### config.mk
export PLATFORM = sky130hd
export DESIGN_NAME = address_breakpoint_unit
export DESIGN_NICKNAME = d
export VERILOG_FILES = /design/src/core/brk_pkg.sv /design/src/core/address_breakpoint_unit.sv
export SDC_FILE = /design/constraint.sdc
export NUM_CORES = 1
export LEC_CHECK = 0
export BUFFER_PORTS_ARGS = -buffer_cell sky130_fd_sc_hd__buf_2
export CELL_PAD_IN_SITES_DETAIL_PLACEMENT = 1
export CELL_PAD_IN_SITES_GLOBAL_PLACEMENT = 1
export CORE_MARGIN = 1.5
export CORE_UTILIZATION = 30
export DETAILED_ROUTE_END_ITERATION = 16
export MAX_ROUTING_LAYER = met4
export PLACE_DENSITY = 0.84
export SYNTH_ARGS = -nofsm -noshare
export SYNTH_HDL_FRONTEND = slang
export SYNTH_SLANG_ARGS = --single-unit
### constraint.sdc
create_clock -name clk -period 1.91 [get_ports clk]
set_clock_uncertainty 0.1 [all_clocks]
set_input_delay 0.191 -clock clk [delete_from_list [all_inputs] [get_ports clk]]
set_output_delay 0.191 -clock clk [all_outputs]
set_load 0.01 [all_outputs]
### src/core/brk_pkg.sv
/*
  Package for the address breakpoint unit: register offsets, field
  positions, reset values and the packed carriers used by the core.
  Assumes an AHB-Lite slave with 32-bit data, one register per word.
*/
package brk_pkg;

  // ==========================================================
  // Register indices (printed offsets are not word aligned)
  localparam logic [15:0] idx_break_wait_status    = 16'hfe00;
  localparam logic [15:0] idx_break_flag_control   = 16'hfe03;
  localparam logic [15:0] idx_break_address_high   = 16'hfe0c;
  localparam logic [15:0] idx_break_address_low    = 16'hfe0d;
  localparam logic [15:0] idx_break_status_control = 16'hfe0e;
  localparam logic [15:0] idx_mode_control         = 16'hfe10;

  // ==========================================================
  // Field positions
  localparam int bit_match_break_enable        = 7;
  localparam int bit_break_active_flag         = 6;
  localparam int bit_wait_exit_break_flag      = 1;
  localparam int bit_flag_clear_in_break_enable = 7;
  localparam int bit_monitor_mode              = 0;

  // ==========================================================
  // Reset values
  localparam logic [7:0] rst_byte = 8'h00;

  // ==========================================================
  // Break vectors
  localparam logic [15:0] vec_user    = 16'hfffc;
  localparam logic [15:0] vec_monitor = 16'hfefc;

  // ==========================================================
  // Carriers
  typedef struct packed {
    logic        valid;      // Address cycle valid
    logic [15:0] addr;       // Address on the internal bus
    logic        last_cycle; // Final cycle of CPU instruction
  } cpu_cycle_t;

  typedef struct packed {
    logic        active;     // DMA owns the bus this cycle
    logic [15:0] addr;       // DMA generated address
    logic        write;      // DMA write cycle
    logic [7:0]  wdata;      // DMA write data
  } dma_cycle_t;

  typedef enum logic [1:0] {
    st_run   = 2'b00,
    st_pend  = 2'b01,
    st_break = 2'b11
  } brk_state_t;

endpackage

### src/core/address_breakpoint_unit.sv
/*
  Address breakpoint unit: compares CPU and DMA addresses with a
  programmed break address and raises break requests to the CPU.
  Assumes one 25 MHz clock, the CPU core and DMA engine on the same
  clock, and the test-voltage detect arriving from a pin.
*/
// Decided for this implementation: register access over AHB-Lite.
`timescale 1ns/1ps
module address_breakpoint_unit (
  input  wire logic              clk,              // Bus clock
  input  wire logic              reset,            // Async reset
  input  wire logic              hsel,             // AHB select
  input  wire logic [31:0]       haddr,            // AHB address
  input  wire logic [1:0]        htrans,           // AHB transfer
  input  wire logic              hwrite,           // AHB write
  input  wire logic [2:0]        hsize,            // AHB size
  input  wire logic [31:0]       hwdata,           // AHB write data
  input  wire logic              hready,           // AHB ready in
  output logic [31:0]            hrdata,           // AHB read data
  output logic                   hreadyout,        // AHB ready out
  output logic                   hresp,            // AHB response
  input  wire brk_pkg::cpu_cycle_t cpu_cycle,      // CPU bus cycle
  input  wire brk_pkg::dma_cycle_t dma_cycle,      // DMA bus cycle
  input  wire logic              rti_executed,     // Return opcode done
  input  wire logic              wait_mode,        // CPU in wait
  input  wire logic              stop_mode,        // CPU in stop
  input  wire logic              test_voltage_pin, // High voltage seen
  output logic                   break_request,    // Break to CPU
  output logic                   insert_swi,       // Load swi opcode
  output logic [15:0]            break_vector,     // Vector address
  output logic                   dma_release,      // DMA give up bus
  output logic                   dma_keep_arbitrate, // Arbitrate on
  output logic                   timer_halt,       // Timer freeze
  output logic                   watchdog_hold,    // Watchdog off
  output logic                   flag_clear_allow, // Flag clear ok
  output logic                   wait_exit         // Leave wait mode
);

  // ========================================================
  // Registers
  logic [7:0]  break_address_high;
  logic [7:0]  break_address_low;
  logic        match_break_enable;
  logic        break_active_flag;
  logic        wait_exit_break_flag;
  logic        flag_clear_in_break_enable;
  logic        monitor_mode;
  brk_pkg::brk_state_t state;
  brk_pkg::brk_state_t next_state;
  logic [1:0]  tv_sync;

  // ========================================================
  // Bus slave
  logic        ph_valid;
  logic        ph_write;
  logic [15:0] ph_index;

  function automatic logic is_reg(input logic [15:0] idx,
                                  input logic [15:0] reg_idx);
    return idx == reg_idx;
  endfunction

  // Address phase kept for the write data phase
  always_ff @(posedge clk or posedge reset) begin
    if (reset) begin
      ph_valid <= 1'b0;
      ph_write <= 1'b0;
      ph_index <= 16'h0000;
    end else if (hready) begin
      ph_valid <= hsel && htrans[1];
      ph_write <= hwrite;
      ph_index <= haddr[17:2];
    end
  end

  logic wr_en;
  logic [7:0] wbyte;
  assign wr_en = ph_valid && ph_write;
  assign wbyte = hwdata[7:0];

  logic wr_bsc;
  logic wr_bah;
  logic wr_bal;
  logic wr_bws;
  logic wr_bfc;
  logic wr_mode;
  logic dma_bsc;
  assign wr_bsc  = wr_en && is_reg(ph_index,
                                   brk_pkg::idx_break_status_control);
  assign wr_bah  = wr_en && is_reg(ph_index,
                                   brk_pkg::idx_break_address_high);
  assign wr_bal  = wr_en && is_reg(ph_index,
                                   brk_pkg::idx_break_address_low);
  assign wr_bws  = wr_en && is_reg(ph_index,
                                   brk_pkg::idx_break_wait_status);
  assign wr_bfc  = wr_en && is_reg(ph_index,
                                   brk_pkg::idx_break_flag_control);
  assign wr_mode = wr_en && is_reg(ph_index,
                                   brk_pkg::idx_mode_control);
  // Address window of the status control register on the DMA path
  assign dma_bsc = dma_cycle.active && dma_cycle.write &&
                   dma_cycle.addr == brk_pkg::idx_break_status_control;

  // Zero wait states, always OKAY
  always_ff @(posedge clk or posedge reset) begin
    if (reset)
      hreadyout <= 1'b1;
    else
      hreadyout <= 1'b1;
  end

  always_ff @(posedge clk or posedge reset) begin
    if (reset)
      hresp <= 1'b0;
    else
      hresp <= 1'b0;
  end

  // ========================================================
  // Comparator
  logic [15:0] break_address;
  logic        compare_on;
  logic        cpu_hit;
  logic        dma_hit;
  logic        soft_break;

  assign break_address = {break_address_high, break_address_low};
  assign compare_on = match_break_enable && !stop_mode;
  assign cpu_hit = compare_on && cpu_cycle.valid &&
                   cpu_cycle.addr == break_address;
  assign dma_hit = compare_on && dma_cycle.active &&
                   dma_cycle.addr == break_address;
  assign soft_break = (wr_bsc && wbyte[brk_pkg::bit_break_active_flag])
                   || (dma_bsc &&
                       dma_cycle.wdata[brk_pkg::bit_break_active_flag]);

  // ========================================================
  // Address bytes
  always_ff @(posedge clk or posedge reset) begin
    if (reset)
      break_address_high <= brk_pkg::rst_byte;
    else if (wr_bah)
      break_address_high <= wbyte;
  end

  always_ff @(posedge clk or posedge reset) begin
    if (reset)
      break_address_low <= brk_pkg::rst_byte;
    else if (wr_bal)
      break_address_low <= wbyte;
  end

  // ========================================================
  // Status and control
  always_ff @(posedge clk or posedge reset) begin
    if (reset) begin
      match_break_enable <= 1'b0;
    end else if (dma_bsc && wait_mode) begin
      match_break_enable <=
        dma_cycle.wdata[brk_pkg::bit_match_break_enable];
    end else if (wr_bsc) begin
      match_break_enable <= wbyte[brk_pkg::bit_match_break_enable];
    end
  end

  // Set wins over a software clear
  always_ff @(posedge clk or posedge reset) begin
    if (reset) begin
      break_active_flag <= 1'b0;
    end else if (cpu_hit || dma_hit || soft_break) begin
      break_active_flag <= 1'b1;
    end else if (wr_bsc || (dma_bsc && wait_mode)) begin
      break_active_flag <= 1'b0;
    end
  end

  // Set wins over a clear in the same cycle
  always_ff @(posedge clk or posedge reset) begin
    if (reset) begin
      wait_exit_break_flag <= 1'b0;
    end else if (dma_bsc || (wait_mode && dma_hit) ||
                 (wait_mode && next_state == brk_pkg::st_break &&
                  state != brk_pkg::st_break)) begin
      wait_exit_break_flag <= 1'b1;
    end else if (wr_bws && !wbyte[brk_pkg::bit_wait_exit_break_flag]) begin
      wait_exit_break_flag <= 1'b0;
    end
  end

  always_ff @(posedge clk or posedge reset) begin
    if (reset)
      flag_clear_in_break_enable <= 1'b0;
    else if (wr_bfc)
      flag_clear_in_break_enable <=
        wbyte[brk_pkg::bit_flag_clear_in_break_enable];
  end

  always_ff @(posedge clk or posedge reset) begin
    if (reset)
      monitor_mode <= 1'b0;
    else if (wr_mode)
      monitor_mode <= wbyte[brk_pkg::bit_monitor_mode];
  end

  // ========================================================
  // Break sequencing
  // A match off the last cycle waits in st_pend
  always_comb begin
    next_state = state;
    case (state)
      brk_pkg::st_run: begin
        if (stop_mode)
          next_state = brk_pkg::st_run;
        else if (cpu_hit && cpu_cycle.last_cycle)
          next_state = brk_pkg::st_break;
        else if (cpu_hit || dma_hit || soft_break)
          next_state = brk_pkg::st_pend;
      end
      brk_pkg::st_pend: begin
        if (cpu_cycle.last_cycle || wait_mode)
          next_state = brk_pkg::st_break;
      end
      brk_pkg::st_break: begin
        if (rti_executed)
          next_state = brk_pkg::st_run;
      end
      default: next_state = brk_pkg::st_run;
    endcase
  end

  // Gray path: run, pend, break
  always_ff @(posedge clk or posedge reset) begin
    if (reset)
      state <= brk_pkg::st_run;
    else
      state <= next_state;
  end

  // ========================================================
  // Test voltage synchroniser, second stage only is read
  always_ff @(posedge clk or posedge reset) begin
    if (reset)
      tv_sync <= 2'b00;
    else
      tv_sync <= {tv_sync[0], test_voltage_pin};
  end

  // ========================================================
  // Outputs
  logic in_break_next;
  assign in_break_next = next_state == brk_pkg::st_break;

  always_ff @(posedge clk or posedge reset) begin
    if (reset)
      break_request <= 1'b0;
    else
      break_request <= next_state != brk_pkg::st_run;
  end

  // One-cycle pulse on entry into the break state
  always_ff @(posedge clk or posedge reset) begin
    if (reset)
      insert_swi <= 1'b0;
    else
      insert_swi <= in_break_next &&
                    state != brk_pkg::st_break;
  end

  always_ff @(posedge clk or posedge reset) begin
    if (reset)
      break_vector <= brk_pkg::vec_user;
    else
      break_vector <= monitor_mode ? brk_pkg::vec_monitor
                                   : brk_pkg::vec_user;
  end

  // ========================================================
  // DMA side
  always_ff @(posedge clk or posedge reset) begin
    if (reset)
      dma_release <= 1'b0;
    else
      dma_release <= next_state != brk_pkg::st_run;
  end

  // Channel arbitration never stops for a break
  always_ff @(posedge clk or posedge reset) begin
    if (reset)
      dma_keep_arbitrate <= 1'b1;
    else
      dma_keep_arbitrate <= 1'b1;
  end

  // ========================================================
  // Freeze and flag protection
  always_ff @(posedge clk or posedge reset) begin
    if (reset)
      timer_halt <= 1'b0;
    else
      timer_halt <= in_break_next;
  end

  // Only the second synchroniser stage is read
  always_ff @(posedge clk or posedge reset) begin
    if (reset)
      watchdog_hold <= 1'b0;
    else
      watchdog_hold <= in_break_next && tv_sync[1];
  end

  always_ff @(posedge clk or posedge reset) begin
    if (reset)
      flag_clear_allow <= 1'b1;
    else
      flag_clear_allow <= !in_break_next ||
                          flag_clear_in_break_enable;
  end

  always_ff @(posedge clk or posedge reset) begin
    if (reset)
      wait_exit <= 1'b0;
    else
      wait_exit <= wait_mode && in_break_next;
  end

  // ========================================================
  // Read data
  // Reads have no side effects; bytes sit in the low lane
  // Decoded in the address phase: a read right behind a write
  // to the same register returns the byte before that write
  always_ff @(posedge clk or posedge reset) begin
    if (reset) begin
      hrdata <= 32'h0000_0000;
    end else if (hready && hsel && htrans[1] && !hwrite) begin
      hrdata <= 32'h0000_0000;
      case (haddr[17:2])
        brk_pkg::idx_break_status_control:
          hrdata[7:0] <= {match_break_enable, break_active_flag, 6'h00};
        brk_pkg::idx_break_address_high:
          hrdata[7:0] <= break_address_high;
        brk_pkg::idx_break_address_low:
          hrdata[7:0] <= break_address_low;
        brk_pkg::idx_break_wait_status:
          hrdata[7:0] <= {6'h00, wait_exit_break_flag, 1'b0};
        brk_pkg::idx_break_flag_control:
          hrdata[7:0] <= {flag_clear_in_break_enable, 7'h00};
        brk_pkg::idx_mode_control:
          hrdata[7:0] <= {7'h00, monitor_mode};
        default: hrdata <= 32'h0000_0000;
      endcase
    end
  end

endmodule // address_breakpoint_unit

# After elaboration in Yosys (flattened, before gate mapping)

Cells that the tools add are included.

Input port bits: 122
Register bits after elaboration: 67
Word-level logic and storage cells: 98

Equality and inequality tests: 19
Reduce and logical (&&, ||, !) cells: 45
Mux-type cells: 14

Operators by type and width:

| kind                                                                   | count |
|---|---|
| 16-bit equality test (second input constant)                           | 13 |
| 8-bit one-hot mux with 6 select lines                                  | 1 |
| 16-bit equality test                                                   | 2 |
| 1-bit logical AND                                                      | 28 |
| 2-bit 2-to-1 mux                                                       | 5 |
| 9-bit 2-to-1 mux                                                       | 1 |
| 1-bit logical OR                                                       | 8 |
| 2-bit nonzero test                                                     | 4 |
| 1-bit 2-to-1 mux                                                       | 6 |
| 2-bit one-hot mux with 3 select lines                                  | 1 |
| 2-bit equality test (second input constant)                            | 2 |
| 1-bit logical NOT                                                      | 4 |
| 2-bit by 1-bit equality test with 1-bit output (second input constant) | 1 |
| 2-bit logical NOT                                                      | 1 |
| 2-bit inequality test (second input constant)                          | 1 |

# Longest topological paths before layout

Word-level depth: 15
Depth in mapped cells: 5
Depth with buffers taken out: 5

# Least setup slack after synthesis

OpenSTA, ideal clock, no wires.

Path type: register to register
Start: register ph_index[7]
End: register break_address_low[1]
Data required time: 1.685 ns
Period minus slack after synthesis: 1.989 ns
Stages on the path, launching flop included: 5
Library setup time: 0.125 ns
Path slack: -0.079 ns
Arrival time: 1.764 ns
Cell sequence: dfrtp_1 -> or3b_4 -> nor4_4 -> nor3b_4 -> mux2_2

Longest elaborated chain between the ends: 2

RTL lines:

| what                   | line                           | RTL |
|---|---|---|
| from (decl)            | address_breakpoint_unit.sv:56  | `logic [15:0] ph_index;` |
| from (signal assigned) | address_breakpoint_unit.sv:72  | `ph_index <= haddr[17:2];` |
| 16-bit equality test   | address_breakpoint_unit.sv:60  | `return idx == reg_idx;` |
| 1-bit logical AND      | address_breakpoint_unit.sv:92  | `assign wr_bal = wr_en && is_reg(ph_index,` |
| to (signal assigned)   | address_breakpoint_unit.sv:148 | `break_address_low <= brk_pkg::rst_byte;` |
| to (signal assigned)   | address_breakpoint_unit.sv:150 | `break_address_low <= wbyte;` |
| to (decl)              | address_breakpoint_unit.sv:42  | `logic [7:0] break_address_low;` |

Every way passes these cells.
A chain may end at the register's enable or synchronous reset.

# Final worst setup path

Same ends and word-level chain as after synthesis.

==> impl_metrics.csv <==
group,metric,value,unit
yosys,synth-seq-cells,58,
cells_and_area,syn2layout_area_growth,41.4,%
floorplanning,fp.dieH,108,um
yosys,ys.warnings.count,0,
drt,via_count,2940,
cells_and_area,n_fill_cell,1252,
timing,period_needed,1.99,ns
yosys,synthFlopType,"dfrtp_1",
cells_and_area,seq_area,1450,um^2
cells_and_area,antennaDiodeCount,0,
drt,wl_met3,622,um
yosys,async_flop_share,100,%
place,hpwl,8250,um
clock_network,h-tree-depth,3,
timing,rsz0062_at_grt,"yes",
yosys,ys_seq_area_share,43.8,%
drt,via_per_inst,4.86,
timing,slew_headroom,60.5,%
worst_setup_path,slowest_stage,"or3b_4",
power_and_ir_drop,p_clk_share,41.5,%
place,gp_congestion,0.858,
run_status,violations,"negative setup slack",
floorplanning,dieArea,11700,um^2
power_and_ir_drop,ir_worst_vdd,310,uV
place,place_inst,571,
drt,wl_met2,5670,um
worst_setup_path,crit_required,2.03,ns
clock_network,cts_buffer_depth,2,
power_and_ir_drop,comb_power_share,15.0,%
worst_setup_path,worstSetupPathType,"flop to flop",
run_status,status,"finished, violations left",
floorplanning,io_pins,180,
power_and_ir_drop,seqPwrFrac,43.5,%
power_and_ir_drop,powerDensity,647,nW/um^2
timing,clock.fmax,502,MHz
place,io_buffers,87,
timing,slew_viol_final,0,
yosys,synth_top_area_share,42.3,%
timing,finalHoldViolations,0,
yosys,synth_area_leaders,"dfrtp_1 42%, mux2_2 11%, buf_4 9.7%",
cells_and_area,drive_above_1_share,45.2,%
yosys,yosysTopAreaCell,"dfrtp_1",
power_and_ir_drop,p_leak,2.26,nW
power_and_ir_drop,total_power,0.00303,W
power_and_ir_drop,p_sw,0.000759,W
drt,wirelength,10900,um
drt,drt_iter0_drc,108,
clock_network,cts_sinks,58,
drt,ant_nets,0,
global_routing,overflow,0,
clock_network,clkLatencyLatePin,0.34,ns
timing,finalSetupViolCount,14,
global_routing,track_usage,19.1,%
power_and_ir_drop,p_int,0.00227,W
yosys,avgSynthCellArea,10.6,um^2
job,drv_cap,0,
global_routing,grt_start_max_net_pins,23,
cells_and_area,final_cells,605,
timing,fin_crit_sh,104,%
worst_setup_path,setup.worst_path.end_class,"flop",
worst_setup_path,path_max_fanout,8,
yosys,yosysUniqueCellTypes,53,
power_and_ir_drop,swShare,25.0,%
min_path,hp-class,"input port to flop",
cells_and_area,final_net_count,583,
drt,wire_per_inst,18.0,um
clock_network,path_clk_slew,0.07,ns
yosys,netlist_area,3320,um^2
yosys,synth_edf_count,0,
worst_setup_path,worstPathArrival,2.11,ns
clock_network,cts_made_buffers,9,
floorplanning,initial_core_util,30.7,%
floorplanning,placementRows,38,
global_routing,antenna_found_initial,0,
drt,drt-met1-wl,4430,um
floorplanning,core,10800,um^2
timing,worst_pin_slew,0.584,ns
global_routing,grt_pass1_wl,16300,um
floorplanning,die_w,108,um
drt,highest_layer,"met4",
yosys,synthCells,312,
cells_and_area,multi_input_area,1800,um^2
timing,setup_ws,-0.0804,ns
drt,drt_pass1_iterations,6,
drt,drc,0,
worst_setup_path,slowest_delay,0.44,ns
worst_setup_path,path_cells,"or3b_4 -> nor4_4 -> nor3b_4 -> buf_12 -> mux2_4",
worst_setup_path,r2r_setup_slack,-0.08,ns
clock_network,cts_tree,"built",
global_routing,grt_pass1_vias,3124,
worst_setup_path,startpoint_type,"flop",
clock_network,cts_root_buf,"clkbuf_8",
## layout make-up
| cell class | count | area share [%] |
|---|---|---|
| Sequential cell | 58 | 31.0 |
| Timing Repair Buffer | 144 | 20.8 |
| Inverter | 15 | 1.20 |
| Multi-Input combinational cell | 233 | 38.5 |
| Tap cell | 140 | 3.74 |
| Clock buffer | 14 | 4.11 |
| Clock inverter | 1 | 0.641 |
## layer usage
| metal | track usage [%] | up-vias |
|---|---|---|
| li1 | - | 1330 |
| met1 | 21.8 | 1481 |
| met2 | 33.9 | 112 |
| met3 | 4.58 | 17 |
| met4 | 4.42 | 0 |
| met5 | - | - |
## per-stage QoR
step | instance area [um^2] | hold WS (ns) | TNS, ns | setup WS, ns | utilization, %
final | 4690 | 0.0143 | -0.563 | -0.0804 | 43.4
after global routing | 4690 | 0.0127 | -1.56 | -0.132 | 43.4
after CTS | 4550 | 0.000956 | -0.627 | -0.0961 | 42.2
after global placement | 4100 | 0.138 | -0.163 | -0.118 | 38.0
after detailed placement | 4100 | 0.149 | -0.755 | -0.176 | 38.0
after floorplan | 3500 | 0.122 | -0.327 | -0.0545 | -
## power by group through the flow
stage | Combinational [W] | Clock [W] | Sequential [W]
2_1_floorplan | 0.000268 | 0 | 0.00134
3_3_place_gp | 0.000385 | 0 | 0.00133
3_5_place_dp | 0.000400 | 0 | 0.00134
4_1_cts | 0.000437 | 0.00128 | 0.00132
5_1_grt | 0.000498 | 0.00135 | 0.00133
6_report | 0.000455 | 0.00126 | 0.00132
## critical path, delay by kind of cell (launching register included)
family	cells	cell delay, ns
DFF	1	0.38
buffers and inverters	1	0.17
muxes	1	0.30
and+or+nand+nor	3	0.91
## sequential cells by signal, indices dropped and copies added (netlist names), 2 cells and up
register / flops
ph_index: 16
break_address_high: 8
state: 2
hrdata: 8
break_address_low: 8
tv_sync: 2
## path summary, 6_finish.rpt
kind	start	to	depth (start not counted)
worst max-delay path	ph_index[7]	break_address_low[1]	5
min in group asynchronous	reset	ph_index[12]	3
worst min register to register	tv_sync[0]	tv_sync[1]	0
worst min-delay path	hsel	ph_valid	3
max in group asynchronous	reset	break_address_low[5]	4
worst max register to register	ph_index[7]	break_address_low[1]	5
## cell usage after synthesis (all sizes together) (2+ instances only)
library cell,instances
dfrtp,56
buf,43
mux2,32
xnor2,26
nand2,17
inv,15
nor2,15
nand3,12
o21ai,12
nand4,7
nor4,7
a22oi,6
a21oi,4
a221oi,3
and3,3
clkbuf,3
nand2b,3
nand4b,3
nor3,3
a31oi,2
a32oi,2
conb,2
dfstp,2
mux2i,2
nor2b,2
nor4b,2
o31a,2
o41ai,2
or2,2
or4,2
## layout by cell type (no fill, tap or decap), types with 11 or more instances in the layout
cell      synthesis  layout
xnor2_1          26      26
nand2_1          17      16
dfrtp_1          56      56
conb_1            2      42
buf_4            43      42
nor2_1           15      14
inv_1            15      14
mux2_2           32      25
nand3_1          12      11
clkbuf_8          0      14
buf_2             0      81
## logic make-up (layout without fill, tap and decap cells)
group	Yosys count	after routing	share of synthesized area (%)
AND/OR/NAND/NOR	89	89	16.8
buffers and inverters	61	174	11.8
flip-flops	58	58	43.8
AO/OA/AOI/OAI	41	41	8.72
multiplexers	34	34	11.5
XOR/XNOR	27	27	7.13
other	2	42	0.226
## repair_timing
| item | 4_1_cts | 5_1_grt |
|---|---|---|
| pin swaps | 0 | 15 |
| endpoints found under the setup margin | 20 | 34 |
| hold endpoints to repair | 33 | 0 |
| cloned | 0 | 0 |
| resized for setup | 13 | 29 |
| hold buffers | 15 | 0 |
| setup buffers | 2 | 8 |
(Power assumes the default switching activity.)
